$ cat src/hw/acqirq_defines.svh
// Purpose: Register offsets, field positions and reset values
// Assumes: APB with 32-bit data, one aligned word per register
// Notes:   Definitions only
`ifndef ACQIRQ_DEFINES_SVH
`define ACQIRQ_DEFINES_SVH

// ----------------------------------------------------------------------
// Register byte offsets
// ----------------------------------------------------------------------
`define ACQIRQ_OFS_STATUS   12'h000
`define ACQIRQ_OFS_ENABLE   12'h004
`define ACQIRQ_OFS_CLEAR    12'h008
`define ACQIRQ_OFS_CONTROL  12'h00C
`define ACQIRQ_OFS_RAW      12'h010

// ----------------------------------------------------------------------
// Event bit positions
// ----------------------------------------------------------------------
`define ACQIRQ_BIT_ACQ_RUN   0
`define ACQIRQ_BIT_ACQ_STOP  1
`define ACQIRQ_BIT_ACQ_DONE  2
`define ACQIRQ_BIT_IN_QTR    3
`define ACQIRQ_BIT_CONV      4
`define ACQIRQ_BIT_EOSCAN    5
`define ACQIRQ_BIT_EOINT     6
`define ACQIRQ_BIT_OUT_RUN   7
`define ACQIRQ_BIT_OUT_DONE  8
`define ACQIRQ_BIT_OUT_QTR   9
`define ACQIRQ_BIT_HIGH_CH   10
`define ACQIRQ_BIT_RETX      11
`define ACQIRQ_BIT_EXT       12
`define ACQIRQ_NUM_EVENTS    13

// ----------------------------------------------------------------------
// Control fields and reset values
// ----------------------------------------------------------------------
`define ACQIRQ_CTL_EXT_FALL  0
`define ACQIRQ_RST_ENABLE    13'h0000
`define ACQIRQ_RST_CONTROL   1'b0

`endif

$ cat src/hw/acqirq_pkg.sv
// Purpose: Types shared by the interrupt source block
// Assumes: Constants come from acqirq_defines.svh
// Notes:   Types only
`include "acqirq_defines.svh"

package acqirq_pkg;

   typedef logic [`ACQIRQ_NUM_EVENTS-1:0] acqirq_vec_type;

   typedef enum logic [1:0] {
      ACQIRQ_IDLE   = 2'b01,
      ACQIRQ_ACCESS = 2'b10
   } acqirq_bus_type;

endpackage : acqirq_pkg

$ cat src/hw/acqirq_sync_edge.sv
// Purpose: Two-flop synchroniser with rise and fall detection
// Assumes: One clock domain, asynchronous active-low reset
// Notes:   First flop is read only by the second
`timescale 1ns/100ps
`default_nettype none

module acqirq_sync_edge #(
   parameter int WIDTH = 1
) (
   input  wire logic             clk,
   input  wire logic             nrst,
   input  wire logic [WIDTH-1:0] async,
   output logic      [WIDTH-1:0] level,
   output logic      [WIDTH-1:0] rise,
   output logic      [WIDTH-1:0] fall
);

   typedef struct packed {
      logic [WIDTH-1:0] meta;
      logic [WIDTH-1:0] sync;
      logic [WIDTH-1:0] last;
   } acqirq_sync_type;

   acqirq_sync_type state_reg;
   acqirq_sync_type state_next;

   always_comb begin
      state_next      = state_reg;
      state_next.meta = async;
      state_next.sync = state_reg.meta;
      state_next.last = state_reg.sync;
   end

   always_ff @(posedge clk or negedge nrst) begin
      if (!nrst) begin
         state_reg <= '0;
      end else begin
         state_reg <= state_next;
      end
   end

   assign level = state_reg.sync;
   assign rise  = state_reg.sync & ~state_reg.last;
   assign fall  = ~state_reg.sync & state_reg.last;

endmodule : acqirq_sync_edge

`default_nettype wire

$ cat src/hw/acqirq_top.sv
// Purpose: Interrupt sources of the acquisition board, APB registers
// Assumes: Event inputs are asynchronous levels or pulses from pins
// Notes:   One active-low interrupt line to the host
//
// Contract
// - Request host interrupt on bus line A
// - Flag while acquisition sequence runs
// - Flag on external acquisition stop trigger
// - Flag when acquisition sequence finishes
// - Flag when input FIFO quarter full
// - Flag after each single conversion
// - Flag after last scan channel converted
// - Flag after each inter-scan interval expires
// - Flag while output waveform circuitry runs
// - Flag when output sequence finishes
// - Flag when output FIFO quarter empty
// - Flag on highest output channel update
// - Flag at waveform end in retransmit mode
// - External interrupt is edge, not level
// - Software picks rising or falling edge
`timescale 1ns/100ps
`default_nettype none
`include "acqirq_defines.svh"

module acqirq_top (
   input  wire logic        clk,
   input  wire logic        nrst,
   // APB slave
   input  wire logic        psel,
   input  wire logic        penable,
   input  wire logic        pwrite,
   input  wire logic [11:0] paddr,
   input  wire logic [31:0] pwdata,
   output logic      [31:0] prdata,
   output logic             pready,
   output logic             pslverr,
   // Acquisition sequencer conditions
   input  wire logic        acqRunning,
   input  wire logic        acqStopTrigger,
   input  wire logic        acqComplete,
   input  wire logic        inFifoQuarter,
   input  wire logic        convDone,
   input  wire logic        scanDone,
   input  wire logic        intervalDone,
   // Waveform output conditions
   input  wire logic        outRunning,
   input  wire logic        outComplete,
   input  wire logic        outFifoQuarter,
   input  wire logic        highChanUpdate,
   input  wire logic        retransmitMode,
   input  wire logic        retransmitEnd,
   // External interrupt pin
   input  wire logic        extIrqPin,
   // Host interrupt line A, active low
   output logic             irqLineA_n
);

   localparam int N = `ACQIRQ_NUM_EVENTS;

   // ----------------------------------------------------------------------
   // Input synchronisation
   // ----------------------------------------------------------------------
   localparam int NIN = 14;

   logic [NIN-1:0] rawIn;
   logic [NIN-1:0] lvl;
   logic [NIN-1:0] rise;
   logic [NIN-1:0] fall;

   assign rawIn = {extIrqPin, retransmitEnd, retransmitMode, highChanUpdate,
                   outFifoQuarter, outComplete, outRunning, intervalDone,
                   scanDone, convDone, inFifoQuarter, acqComplete,
                   acqStopTrigger, acqRunning};

   acqirq_sync_edge #(
      .WIDTH (NIN)
   ) u_sync (
      .clk   (clk),
      .nrst  (nrst),
      .async (rawIn),
      .level (lvl),
      .rise  (rise),
      .fall  (fall)
   );

   // ----------------------------------------------------------------------
   // State
   // ----------------------------------------------------------------------
   typedef struct packed {
      acqirq_pkg::acqirq_vec_type status;
      acqirq_pkg::acqirq_vec_type enable;
      logic                       extFall;
      acqirq_pkg::acqirq_bus_type bus;
      logic [31:0]                rdata;
      logic                       ready;
      logic                       slverr;
      logic                       irqN;
   } acqirq_state_type;

   acqirq_state_type state_reg;
   acqirq_state_type state_next;

   acqirq_pkg::acqirq_vec_type events;
   acqirq_pkg::acqirq_vec_type clearMask;
   logic                       apbWrite;
   logic                       apbRead;
   logic                       addrOk;

   function automatic logic is_mapped(input logic [11:0] a);
      is_mapped = (a == `ACQIRQ_OFS_STATUS) || (a == `ACQIRQ_OFS_ENABLE) ||
                  (a == `ACQIRQ_OFS_CLEAR) || (a == `ACQIRQ_OFS_CONTROL) ||
                  (a == `ACQIRQ_OFS_RAW);
   endfunction : is_mapped

   // ----------------------------------------------------------------------
   // Event detection
   // ----------------------------------------------------------------------
   always_comb begin
      events = '0;
      events[`ACQIRQ_BIT_ACQ_RUN]  = lvl[0];
      events[`ACQIRQ_BIT_ACQ_STOP] = rise[1];
      events[`ACQIRQ_BIT_ACQ_DONE] = rise[2];
      events[`ACQIRQ_BIT_IN_QTR]   = rise[3];
      events[`ACQIRQ_BIT_CONV]     = rise[4];
      events[`ACQIRQ_BIT_EOSCAN]   = rise[5];
      events[`ACQIRQ_BIT_EOINT]    = rise[6];
      events[`ACQIRQ_BIT_OUT_RUN]  = lvl[7];
      events[`ACQIRQ_BIT_OUT_DONE] = rise[8];
      events[`ACQIRQ_BIT_OUT_QTR]  = rise[9];
      events[`ACQIRQ_BIT_HIGH_CH]  = rise[10];
      events[`ACQIRQ_BIT_RETX]     = rise[12] & lvl[11];
      events[`ACQIRQ_BIT_EXT]      = state_reg.extFall ? fall[13]
                                                       : rise[13];
   end

   // ----------------------------------------------------------------------
   // APB decode
   // ----------------------------------------------------------------------
   assign addrOk   = is_mapped(paddr);
   assign apbWrite = psel & penable & pwrite & state_reg.ready;
   assign apbRead  = psel & penable & ~pwrite & state_reg.ready;

   always_comb begin
      clearMask = '0;
      if (apbWrite && paddr == `ACQIRQ_OFS_CLEAR) begin
         clearMask = pwdata[N-1:0];
      end
   end

   // ----------------------------------------------------------------------
   // Next state
   // ----------------------------------------------------------------------
   always_comb begin
      state_next        = state_reg;
      state_next.status = (state_reg.status & ~clearMask) | events;
      state_next.ready  = 1'b0;
      state_next.slverr = 1'b0;
      unique case (state_reg.bus)
         acqirq_pkg::ACQIRQ_IDLE: begin
            if (psel && !penable) begin
               state_next.bus    = acqirq_pkg::ACQIRQ_ACCESS;
               state_next.ready  = 1'b1;
               state_next.slverr = ~addrOk;
               state_next.rdata  = '0;
               if (!pwrite) begin
                  unique case (paddr)
                     `ACQIRQ_OFS_STATUS:
                        state_next.rdata[N-1:0] = state_reg.status;
                     `ACQIRQ_OFS_ENABLE:
                        state_next.rdata[N-1:0] = state_reg.enable;
                     `ACQIRQ_OFS_CONTROL:
                        state_next.rdata[0] = state_reg.extFall;
                     `ACQIRQ_OFS_RAW:
                        state_next.rdata[NIN-1:0] = lvl;
                     default:
                        state_next.rdata = '0;
                  endcase
               end
            end
         end
         acqirq_pkg::ACQIRQ_ACCESS: begin
            state_next.bus = acqirq_pkg::ACQIRQ_IDLE;
            if (apbWrite && paddr == `ACQIRQ_OFS_ENABLE) begin
               state_next.enable = pwdata[N-1:0];
            end
            if (apbWrite && paddr == `ACQIRQ_OFS_CONTROL) begin
               state_next.extFall = pwdata[`ACQIRQ_CTL_EXT_FALL];
            end
         end
         default: begin
            state_next.bus = acqirq_pkg::ACQIRQ_IDLE;
         end
      endcase
      state_next.irqN = ~|(state_next.status & state_next.enable);
   end

   always_ff @(posedge clk or negedge nrst) begin
      if (!nrst) begin
         state_reg         <= '0;
         state_reg.bus     <= acqirq_pkg::ACQIRQ_IDLE;
         state_reg.enable  <= `ACQIRQ_RST_ENABLE;
         state_reg.extFall <= `ACQIRQ_RST_CONTROL;
         state_reg.irqN    <= 1'b1;
      end else begin
         state_reg <= state_next;
      end
   end

   // ----------------------------------------------------------------------
   // Outputs
   // ----------------------------------------------------------------------
   assign prdata     = state_reg.rdata;
   assign pready     = state_reg.ready;
   assign pslverr    = state_reg.slverr;
   assign irqLineA_n = state_reg.irqN;

   logic unusedApb;
   assign unusedApb = ^{pwdata[31:N], apbRead};

endmodule : acqirq_top

`default_nettype wire

$ cat config.mk
export PLATFORM = sky130hd
export DESIGN_NAME = acqirq_top
export DESIGN_NICKNAME = d
export VERILOG_FILES = /design/src/hw/acqirq_pkg.sv /design/src/hw/acqirq_sync_edge.sv /design/src/hw/acqirq_top.sv
export VERILOG_INCLUDE_DIRS = /design/src /design/src/hw
export SDC_FILE = /design/constraint.sdc
export NUM_CORES = 1
export LEC_CHECK = 0
export BUFFER_PORTS_ARGS = -buffer_cell sky130_fd_sc_hd__buf_4
export CELL_PAD_IN_SITES_DETAIL_PLACEMENT = 2
export CELL_PAD_IN_SITES_GLOBAL_PLACEMENT = 2
export CORE_UTILIZATION = 33
export DETAILED_ROUTE_END_ITERATION = 10
export PLACE_DENSITY = 0.87
export SYNTH_ARGS = -nofsm -noshare
export SYNTH_HDL_FRONTEND = slang
export SYNTH_SLANG_ARGS = --single-unit
$ cat constraint.sdc
create_clock -name clk -period 2.5 [get_ports clk]
set_clock_uncertainty 0.15 [all_clocks]
set_input_delay 0.25 -clock clk [delete_from_list [all_inputs] [get_ports clk]]
set_output_delay 0.25 -clock clk [all_outputs]
set_load 0.03 [all_outputs]
# == After elaboration in Yosys (flattened, before gate mapping) ==
# Cells that the tools add are included.
# Widths: inputs -> output; s select.
# totals
ff_bits,88
# op_classes
muxes,12
reduce_logical,14
bitwise_logic,13
n_eq_ne,7
# op_table
operator,n
$mux 36,1
$pmux 12 s3,1
$and 14x14->14,2
$mux 14,2
$not 14->14,2
$and 13x13->13,2
$mux 13,2
$eq 12x4->1 const B,2
$not 13->13,1
$or 13x13->13,1
$reduce_or 13->1,1
$eq 12x3->1 const B,1
$eq 12x5->1 const B,1
$logic_not 12->1,1
$and 1x1->1,4
$logic_and 1x1->1,4
$logic_or 1x1->1,4
$mux 2,2
$pmux 1 s4,1
$reduce_and 2->1,2
$mux 1,3
$eq 2x1->1 const B,1
$eq 2x2->1 const B,1
$logic_not 1->1,2
2 further kinds,2

# == Depth between registers and ports, before layout ==
# Gate-level depths: netlist of run 1.
# depth
depth_word,11
mapped_depth,8
mapped_depth_nobuf,6

# == By module ==
# From an unflattened synthesis of run 1, not the netlist that was laid out.
# hier_totals
hier_cells,327
area_unflattened_um2,3880.0
# by_module_without_submodules
mod,seq_area_each_um2,cells_each,n_inst,area_per_inst_um2
acqirq_top,1153.6,243,1,2478.6
acqirq_sync_edge,1051.0,84,1,1401.3

# == Least setup slack after synthesis of run 1 ==
# Ideal clock, no wire load.
# synth_path
path_kind,register -> register
startpoint,register state_reg (netlist bit pready)
endpoint,register state_reg (netlist bit irqLineA_n)
arrival_ns,2.285
path_buffers,1
period_less_slack_ns,2.525
stages_incl_launch_ff,8
setup_slack_ns,-0.025
cell_sequence,dfrtp_1 nand4_1 nor4b_4 and2_1 buf_2 mux2_2 a22o_2 nor4_2
# synth_rtl
element,line_no,rtl
from (decl),acqirq_top.sv:100,acqirq_state_type state_reg;
from (signal assigned),acqirq_top.sv:205,state_reg <= state_next;

==> flow_summary.json, run 1 <==
{
  "die-area_um2": 11100,
  "io_buffers": 60,
  "first_pass_iters": 5,
  "synth_edf_count": 0,
  "wl_per_cell_um": 18.1,
  "cp_slowest_cell": "mux2_2",
  "p_total_mw": 2.65,
  "yosysTopAreaCell": "dfrtp_1",
  "p_per_area_nw_per_um2": 593,
  "max_stage_delay_ns": 0.38,
  "coreArea_um2": 10300,
  "power_leakage_nw": 2.07,
  "overflow": 0,
  "ant_nets": 0,
  "grt_max_degree": 42,
  "cts-root-buf": "clkbuf_8",
  "fin_cells": 517,
  "area_delta_synth_final_pct": 26.7,
  "synth.top_cell.area_share": 0.589,
  "cts_tree": "built",
  "initial_core_util": 0.342,
  "largest_reg_flops": 29,
  "synth_flop_cell": "dfrtp_1",
  "yosysMostFrequentCell": "dfrtp_1",
  "cp_top_family": "simple AND/OR/NAND/NOR gates",
  "die_w_um": 105,
  "worst-path-buf-inv": 0,
  "row_count": 37,
  "layout.nets": 440,
  "dp_slack_ns": -0.0809,
  "start_kind": "flip-flop",
  "drt_iter0_markers": 134,
  "antenna_found_initial": 0,
  "seq_area_frac_synth": 0.604,
  "whs_ns": 0.0237,
  "period_minus_slack_ns": 2.38,
  "fin_ws_ns": 0.117,
  "grt_pass1_wl_mm": 15.2,
  "syn-mean-instance-area_um2": 12.0,
  "clock.fmax_mhz": 420,
  "dp.cells": 479,
  "syn_area_um2": 3530,
  "cts.sink_count": 85,
  "fin_crit_sh": 0.953,
  "diodes": 0,
  "arrival_ns": 2.49,
  "gr-usage-all-layers": 0.181,
  "final_max_slew_viol_count": 0,
  "cts-resized-gates": 0,
  "worstSetupPathType": "flip-flop to flip-flop",
  "synthTopCellsByCount": "dfrtp_1 (83), buf_4 (33), o21ai_0 (19)",
  "slew_headroom": 0.639,
  "path_cells": "nand4_1, nor4b_4, and2_1, mux2_2, a22o_2, nor4_2",
  "setup_viol": 0,
  "crit_required_ns": 2.61,
  "cts_buffers": 9,
  "wirelength_mm": 9.37,
  "place_congestion": 0.770,
  "place.detailed.hpwl_mm": 6.46,
  "setup.worst_path.end_class": "flip-flop",
  "drive_gt1_frac": 0.318,
  "rsz0062_at_grt": "no",
  "viasPerCell": 4.97,
  "routed-via-count": 2571,
  "die_h_um": 105,
  "maxCapViolCount": 0,
  "clk-insertion-delay-late_ns": 0.36,
  "fillers": 1068,
  "clkTransAtPathRegs_ns": 0.08,
  "htreeDepth": 3,
  "irDropWorstVdd_mv": 0.315,
  "drc": 0,
  "tightest_slew_ns": 0.540,
  "hold_viol": 0,
  "outcome": "completed",
  "post-route-util": 0.433,
  "cts_setup_buffers": 0,
  "ys_ff_latch": 85,
  "synth_area_leaders": "dfrtp_1 (59%), buf_4 (7.0%), a222oi_1 (3.4%)",
  "synth_cells": 293,
  "async_reset_ff_frac": 1.00,
  "path_max_fanout": 3,
  "ys_types": 48,
  "num_io_pins": 98,
  "hold_class": "input pin to flip-flop",
  "ys_warn_count": 0,
  "grt_pass1_vias": 2876,
  "cts.path.max_buffers": 2
}
-- worst register-to-register path, delay by kind of cell, from the launching register on --
family	cells	cell delay, ns
flops	1	0.36
compound gates	1	0.26
simple gates	4	1.16
mux	1	0.38
-- routing by layer --
metal,share of wire,GRT usage,vias up
met5,0,0,-
met3,0.036,0.0414,15
met1,0.41,0.210,1326
met2,0.53,0.325,73
met4,0.022,0.0664,0
li1,-,-,1157
-- report_power, final --
part / switching [mW] / internal, mW
Combinational: 0.107 / 0.0843
Clock: 0.469 / 0.558
Sequential: 0.0187 / 1.41
-- cells in the final DEF (no fill, tap or decap), drive strengths merged, types with 2 or more instances in the layout --
master / instances
nand2: 17
dfstp: 2
nand3: 4
conb: 18
dfrtp: 83
bufinv: 2
or2: 9
a222oi: 12
mux2: 3
nor2: 8
and3: 10
clkinv: 2
dlygate4sd3: 23
nor2b: 7
nor3: 2
nand4: 4
nor4: 2
nand2b: 7
a41oi: 9
o21ai: 23
a21oi: 2
a21boi: 9
nor3b: 4
inv: 8
clkbuf: 11
and2: 2
buf: 80
mux2i: 3
-- repair_timing --
item,CTS,global route
endpoints found under the hold margin,60,0
hold buffers,23,0
setup endpoints to repair,0,1
-- area by class of cell --
cell class / count / area [um2] / area share
multi-input combinational: 170 / 1100 / 0.247
clock buffer: 11 / 131 / 0.0294
inverter: 8 / 30.0 / 0.00672
clock inverter: 4 / 73.8 / 0.0165
tap: 136 / 170 / 0.0381
timing repair buffer: 103 / 831 / 0.186
sequential: 85 / 2130 / 0.477
-- metrics by stage --
| step | TNS, ns | instance area, um2 |
|---|---|---|
| after detailed placement | -0.649 | 4030 |
| after global placement | 0 | 4030 |
| after global routing | 0 | 4470 |
| final | 0 | 4470 |
| after floorplan | 0 | 3590 |
| after CTS | 0 | 4470 |
-- path summary, 6_finish.rpt --
path	startpoint	slack, ns	to	depth (start not counted)
worst max-delay path	pready	0.12	irqLineA_n	6
min in group asynchronous	nrst	0.25	state_reg[61]	2
worst max register to register	pready	0.12	irqLineA_n	6
max in group asynchronous	nrst	1.20	state_reg[47]	3
worst min-delay path	pwdata[9]	0.02	state_reg[60]	2
worst min register to register	u_sync.state_next[25]	0.19	u_sync.level[11]	0
-- cell families (layout without fill, tap and decap cells) --
| kind of cell | Yosys count | count (layout) | synth area share |
|---|---|---|---|
| flops | 85 | 85 | 0.604 |
| buf+inv | 55 | 126 | 0.102 |
| mux | 6 | 6 | 0.0181 |
| other cells | 1 | 18 | 0.00106 |
| simple gates | 83 | 83 | 0.144 |
| compound gates | 63 | 63 | 0.131 |
Power figures use the tool's default switching activity.
==> run 2: changes to the inputs <==
--- a/config.mk
+++ b/config.mk
@@ -11,7 +11,8 @@
 export CELL_PAD_IN_SITES_GLOBAL_PLACEMENT = 2
 export CORE_UTILIZATION = 33
 export DETAILED_ROUTE_END_ITERATION = 10
-export PLACE_DENSITY = 0.87
+export GPL_ROUTABILITY_DRIVEN = 0
+export PLACE_DENSITY_LB_ADDON = 0.1
 export SYNTH_ARGS = -nofsm -noshare
 export SYNTH_HDL_FRONTEND = slang
 export SYNTH_SLANG_ARGS = --single-unit
==> run 2 against run 1 <==
  * Die area unchanged
  * Critical path type unchanged
  * Non-clock buffer count increased by 6
  * Critical path depth unchanged
  * Largest power group unchanged
  * Power decreased by 3.0%
==> flow_summary.json, run 2 (synthesized netlist as in run 1, its figures left out) <==
{
  "largest_reg_flops": 29,
  "worstSetupPathType": "flip-flop to flip-flop",
  "grt_pass1_vias": 2852,
  "fillers": 1075,
  "arrival_ns": 2.46,
  "cts-root-buf": "clkbuf_8",
  "outcome": "completed",
  "htreeDepth": 3,
  "fin_ws_ns": 0.151,
  "layout.nets": 446,
  "period_minus_slack_ns": 2.35,
  "num_io_pins": 98,
  "final_cell_mix": "dfrtp_1 (82), buf_4 (79), dlygate4sd3_1 (29)",
  "gr-usage-all-layers": 0.185,
  "r2r_start": "pready",
  "area_delta_synth_final_pct": 28.2,
  "slew_headroom": 0.626,
  "min_from": "pwrite",
  "first_pass_iters": 4,
  "r2r_slack_ns": 0.15,
  "clkTransAtPathRegs_ns": 0.08,
  "final_max_slew_viol_count": 0,
  "irDropWorstVdd_mv": 0.321,
  "wirelength_mm": 9.38,
  "place.detailed.hpwl_mm": 6.38,
  "diodes": 0,
  "antenna_found_initial": 0,
  "rsz0062_at_grt": "no",
  "path_max_fanout": 3,
  "ant_nets": 0,
  "min_delay_worst_endpoint": "prdata[13]",
  "min_path_cells": 3,
  "tightest_slew_ns": 0.561,
  "cts.path.max_buffers": 2,
  "drive_gt1_frac": 0.312,
  "io_buffers": 60,
  "drt_iter0_markers": 150,
  "row_count": 37,
  "r2r_end": "irqLineA_n",
  "cts.sink_count": 85,
  "grt_pass1_wl_mm": 15.3,
  "finalSetupTns_ns": 0,
  "routed-via-count": 2559,
  "setup.worst_path.end_class": "flip-flop",
  "dp_slack_ns": 0.0225,
  "die_h_um": 105,
  "setup_viol": 0,
  "crit_required_ns": 2.61,
  "reg2reg_depth": 6,
  "wl_per_cell_um": 17.9,
  "hold_class": "input pin to flip-flop",
  "p_per_area_nw_per_um2": 568,
  "power_leakage_nw": 2.09,
  "hold_viol": 0,
  "cts_buffers": 9,
  "final_common_cell": "dfrtp_1",
  "maxCapViolCount": 0,
  "fin_cells": 524,
  "clk-insertion-delay-late_ns": 0.36,
  "initial_core_util": 0.342,
  "viasPerCell": 4.88,
  "coreArea_um2": 10300,
  "overflow": 0,
  "drc": 0,
  "dp.cells": 479,
  "die-area_um2": 11100,
  "clock.fmax_mhz": 426,
  "die_w_um": 105,
  "start_kind": "flip-flop",
  "cts_tree": "built",
  "grt_max_degree": 45,
  "fin_crit_sh": 0.940
}
run 2: cell types whose count changed in the layout (fill, tap and decap cells not counted):
| cell | delta |
|---|---|
| dlygate4sd3_1 | +6 |
| buf_12 | +1 |
| buf_4 | -1 |
| bufinv_16 | -1 |
| clkbuf_1 | +1 |
| clkinv_2 | +1 |
run 2: per-layer routing:
layer / part of all wire / GRT usage
met3: 0.040 / 0.0513
met4: 0.012 / 0.0513
met2: 0.54 / 0.328
met1: 0.41 / 0.220
met5: 0 / 0
run 2: power by group:
group,internal [mW],switching (mW)
sequential,1.41,0.0175
clock,0.462,0.476
combinational,0.0926,0.110
run 2: timing repair:
action	CTS	global route
endpoints found under the setup margin	0	1
hold buffers	29	0
resized for setup	0	0
setup buffers	0	0
hold endpoints to repair	70	0
run 2: worst max path at each step:
stage              from          to  slack, ns  cells past startpoint
6_report         pready  irqLineA_n       0.15                      6
5_1_grt          pready  irqLineA_n     0.0006                      6
4_1_cts          pready  irqLineA_n       0.10                      6
3_5_place_dp   paddr[3]  irqLineA_n       0.02                      7
3_3_place_gp   paddr[3]  irqLineA_n       0.14                      7
2_1_floorplan  paddr[3]  irqLineA_n       0.01                      8
run 2: per-stage QoR:
step | total power, mW | hold WS, ns | utilization | cell area [um2]
after floorplan | 1.54 | -0.196 | - | 3590
after global placement | 1.62 | 0.136 | 0.392 | 4050
after detailed placement | 1.63 | 0.142 | 0.392 | 4050
after CTS | 2.63 | 0.0258 | 0.438 | 4520
after global routing | 2.68 | 0.0789 | 0.438 | 4520
final | 2.57 | 0.0423 | 0.438 | 4520
run 2: layout make-up:
| cell class | instances | area, um2 | area share |
|---|---|---|---|
| flip-flops and latches | 85 | 2130 | 0.471 |
| multi-input cells | 170 | 1100 | 0.244 |
| repair buffers | 109 | 903 | 0.200 |
| well taps | 136 | 170 | 0.0376 |
| clock buffers | 12 | 135 | 0.0299 |
| clock inverters | 4 | 48.8 | 0.0108 |
| inverters | 8 | 30.0 | 0.00664 |
run 2: critical path: stages (launching register included):
cell,delay (ns)
dfrtp_2,0.37
nand4_1,0.21
nor4b_4,0.35
and2_1,0.25
mux2_2,0.37
a22o_2,0.26
nor4_2,0.29
==> run 3: changes to the inputs <==
==> constraint.sdc (replaced) <==
create_clock -name clk -period 2.35 [get_ports clk]
set_clock_uncertainty 0.15 [all_clocks]
set_input_delay 0.235 -clock clk [delete_from_list [all_inputs] [get_ports clk]]
set_output_delay 0.235 -clock clk [all_outputs]
set_load 0.03 [all_outputs]
==> run 3 against run 2 <==
  * Die area stayed put
  * First-iteration DRC count is 37% lower
  * Sequential share of layout area is 0.48 points lower
  * Sequential power is 6% higher
  * Register-to-register slack better by 0.02 ns
  * Flip-flop and latch count stayed put
  * Setup slack better by 0.016 ns
  * Critical path type unchanged
  * Highest routed layer unchanged
==> flow_summary.json, run 3 (synthesized netlist as in run 1, its figures left out) <==
{
  "start_kind": "flip-flop",
  "gr-usage-all-layers": 0.176,
  "io_buffers": 60,
  "arrival_ns": 2.30,
  "r2r_slack_ns": 0.17,
  "min_from": "pwrite",
  "grt_pass1_vias": 2766,
  "cts_buffers": 9,
  "overflow": 0,
  "cts.sink_count": 85,
  "drc": 0,
  "initial_core_util": 0.342,
  "r2r_start": "pready",
  "clkTransAtPathRegs_ns": 0.08,
  "crit_required_ns": 2.46,
  "cts.path.max_buffers": 2,
  "multi_input_area_um2": 1110,
  "dp_slack_ns": -0.0451,
  "irDropWorstVdd_mv": 0.344,
  "fin_crit_sh": 0.929,
  "min_path_cells": 3,
  "power_leakage_nw": 2.11,
  "place.detailed.hpwl_mm": 6.32,
  "grt_pass1_wl_mm": 14.9,
  "setup.worst_path.end_class": "flip-flop",
  "row_count": 37,
  "die_w_um": 105,
  "setup_viol": 0,
  "die-area_um2": 11100,
  "hold_class": "input pin to flip-flop",
  "outcome": "completed",
  "drt_iter0_markers": 94,
  "cts-root-buf": "clkbuf_8",
  "grt_max_degree": 46,
  "drive_gt1_frac": 0.321,
  "num_io_pins": 98,
  "maxCapViolCount": 0,
  "hold_viol": 0,
  "clk-insertion-delay-late_ns": 0.35,
  "first_pass_iters": 6,
  "area_delta_synth_final_pct": 29.5,
  "p_per_area_nw_per_um2": 602,
  "slew_headroom": 0.636,
  "cts_tree": "built",
  "path_max_fanout": 3,
  "fin_cells": 526,
  "ant_nets": 0,
  "rsz0062_at_grt": "no",
  "startpoint": "pready",
  "die_h_um": 105,
  "final_cell_mix": "dfrtp_1 (82), buf_4 (80), dlygate4sd3_1 (29)",
  "period_minus_slack_ns": 2.18,
  "wl_per_cell_um": 16.9,
  "reg2reg_depth": 6,
  "p_total_mw": 2.75,
  "wirelength_mm": 8.92,
  "largest_reg_flops": 29,
  "clock.fmax_mhz": 458,
  "fin_ws_ns": 0.167,
  "regArea_um2": 2130,
  "fillers": 1078,
  "htreeDepth": 3,
  "diodes": 0,
  "r2r_end": "irqLineA_n",
  "antenna_found_initial": 0,
  "final_max_slew_viol_count": 0,
  "cts_setup_buffers": 0,
  "routed-via-count": 2550,
  "viasPerCell": 4.85,
  "finalSetupTns_ns": 0,
  "final_common_cell": "dfrtp_1",
  "coreArea_um2": 10300,
  "worstSetupPathType": "flip-flop to flip-flop",
  "layout.nets": 448,
  "dp.cells": 481,
  "tightest_slew_ns": 0.546,
  "min_delay_worst_endpoint": "prdata[13]",
  "whs_ns": 0.0334
}
[run 3: repair_timing]
item	4_1_cts	5_1_grt
gates resized for setup	0	2
hold buffers	29	0
endpoints found under the hold margin	68	0
endpoints found under the setup margin	0	1
[run 3: through the flow]
stage	utilization	instance area, um2
floorplan	-	3610
global placement	0.396	4080
detailed placement	0.396	4080
CTS	0.442	4570
global route	0.442	4570
finish	0.442	4570
[run 3: worst max-delay path by stage]
stage                       to  slack, ns  depth (start not counted)
floorplan           irqLineA_n     -0.007                          7
global placement     prdata[8]       0.02                          7
detailed placement  irqLineA_n      -0.05                          8
CTS                 irqLineA_n       0.05                          7
global route        irqLineA_n      0.006                          8
finish              irqLineA_n       0.17                          6
[run 3: critical path, cell delays in order, from the launching register on]
cell and delay, ns:
dfrtp_2 0.36, nand4_1 0.20, nor4b_4 0.35, and2_1 0.27, mux2_4 0.33, a22o_2 0.25
nor4_2 0.20
[run 3: power by group]
group          total [mW]  internal [mW]  switching, mW
logic               0.215         0.0992          0.116
registers            1.52           1.50         0.0181
clock network        1.01          0.518          0.496
total                2.75           2.12          0.630
[run 3: cell type report]
| class | count | area share |
|---|---|---|
| well taps | 136 | 0.0373 |
| flip-flops and latches | 85 | 0.467 |
| multi-input cells | 170 | 0.244 |
| clock buffers | 12 | 0.0318 |
| repair buffers | 111 | 0.204 |
| clock inverters | 4 | 0.0104 |
| inverters | 8 | 0.00658 |
[run 3: routing by layer]
metal	share of wire	global-route usage
met1	0.44	0.217
met2	0.52	0.311
met3	0.035	0.0451
met4	0.0072	0.0362
met5	0	0
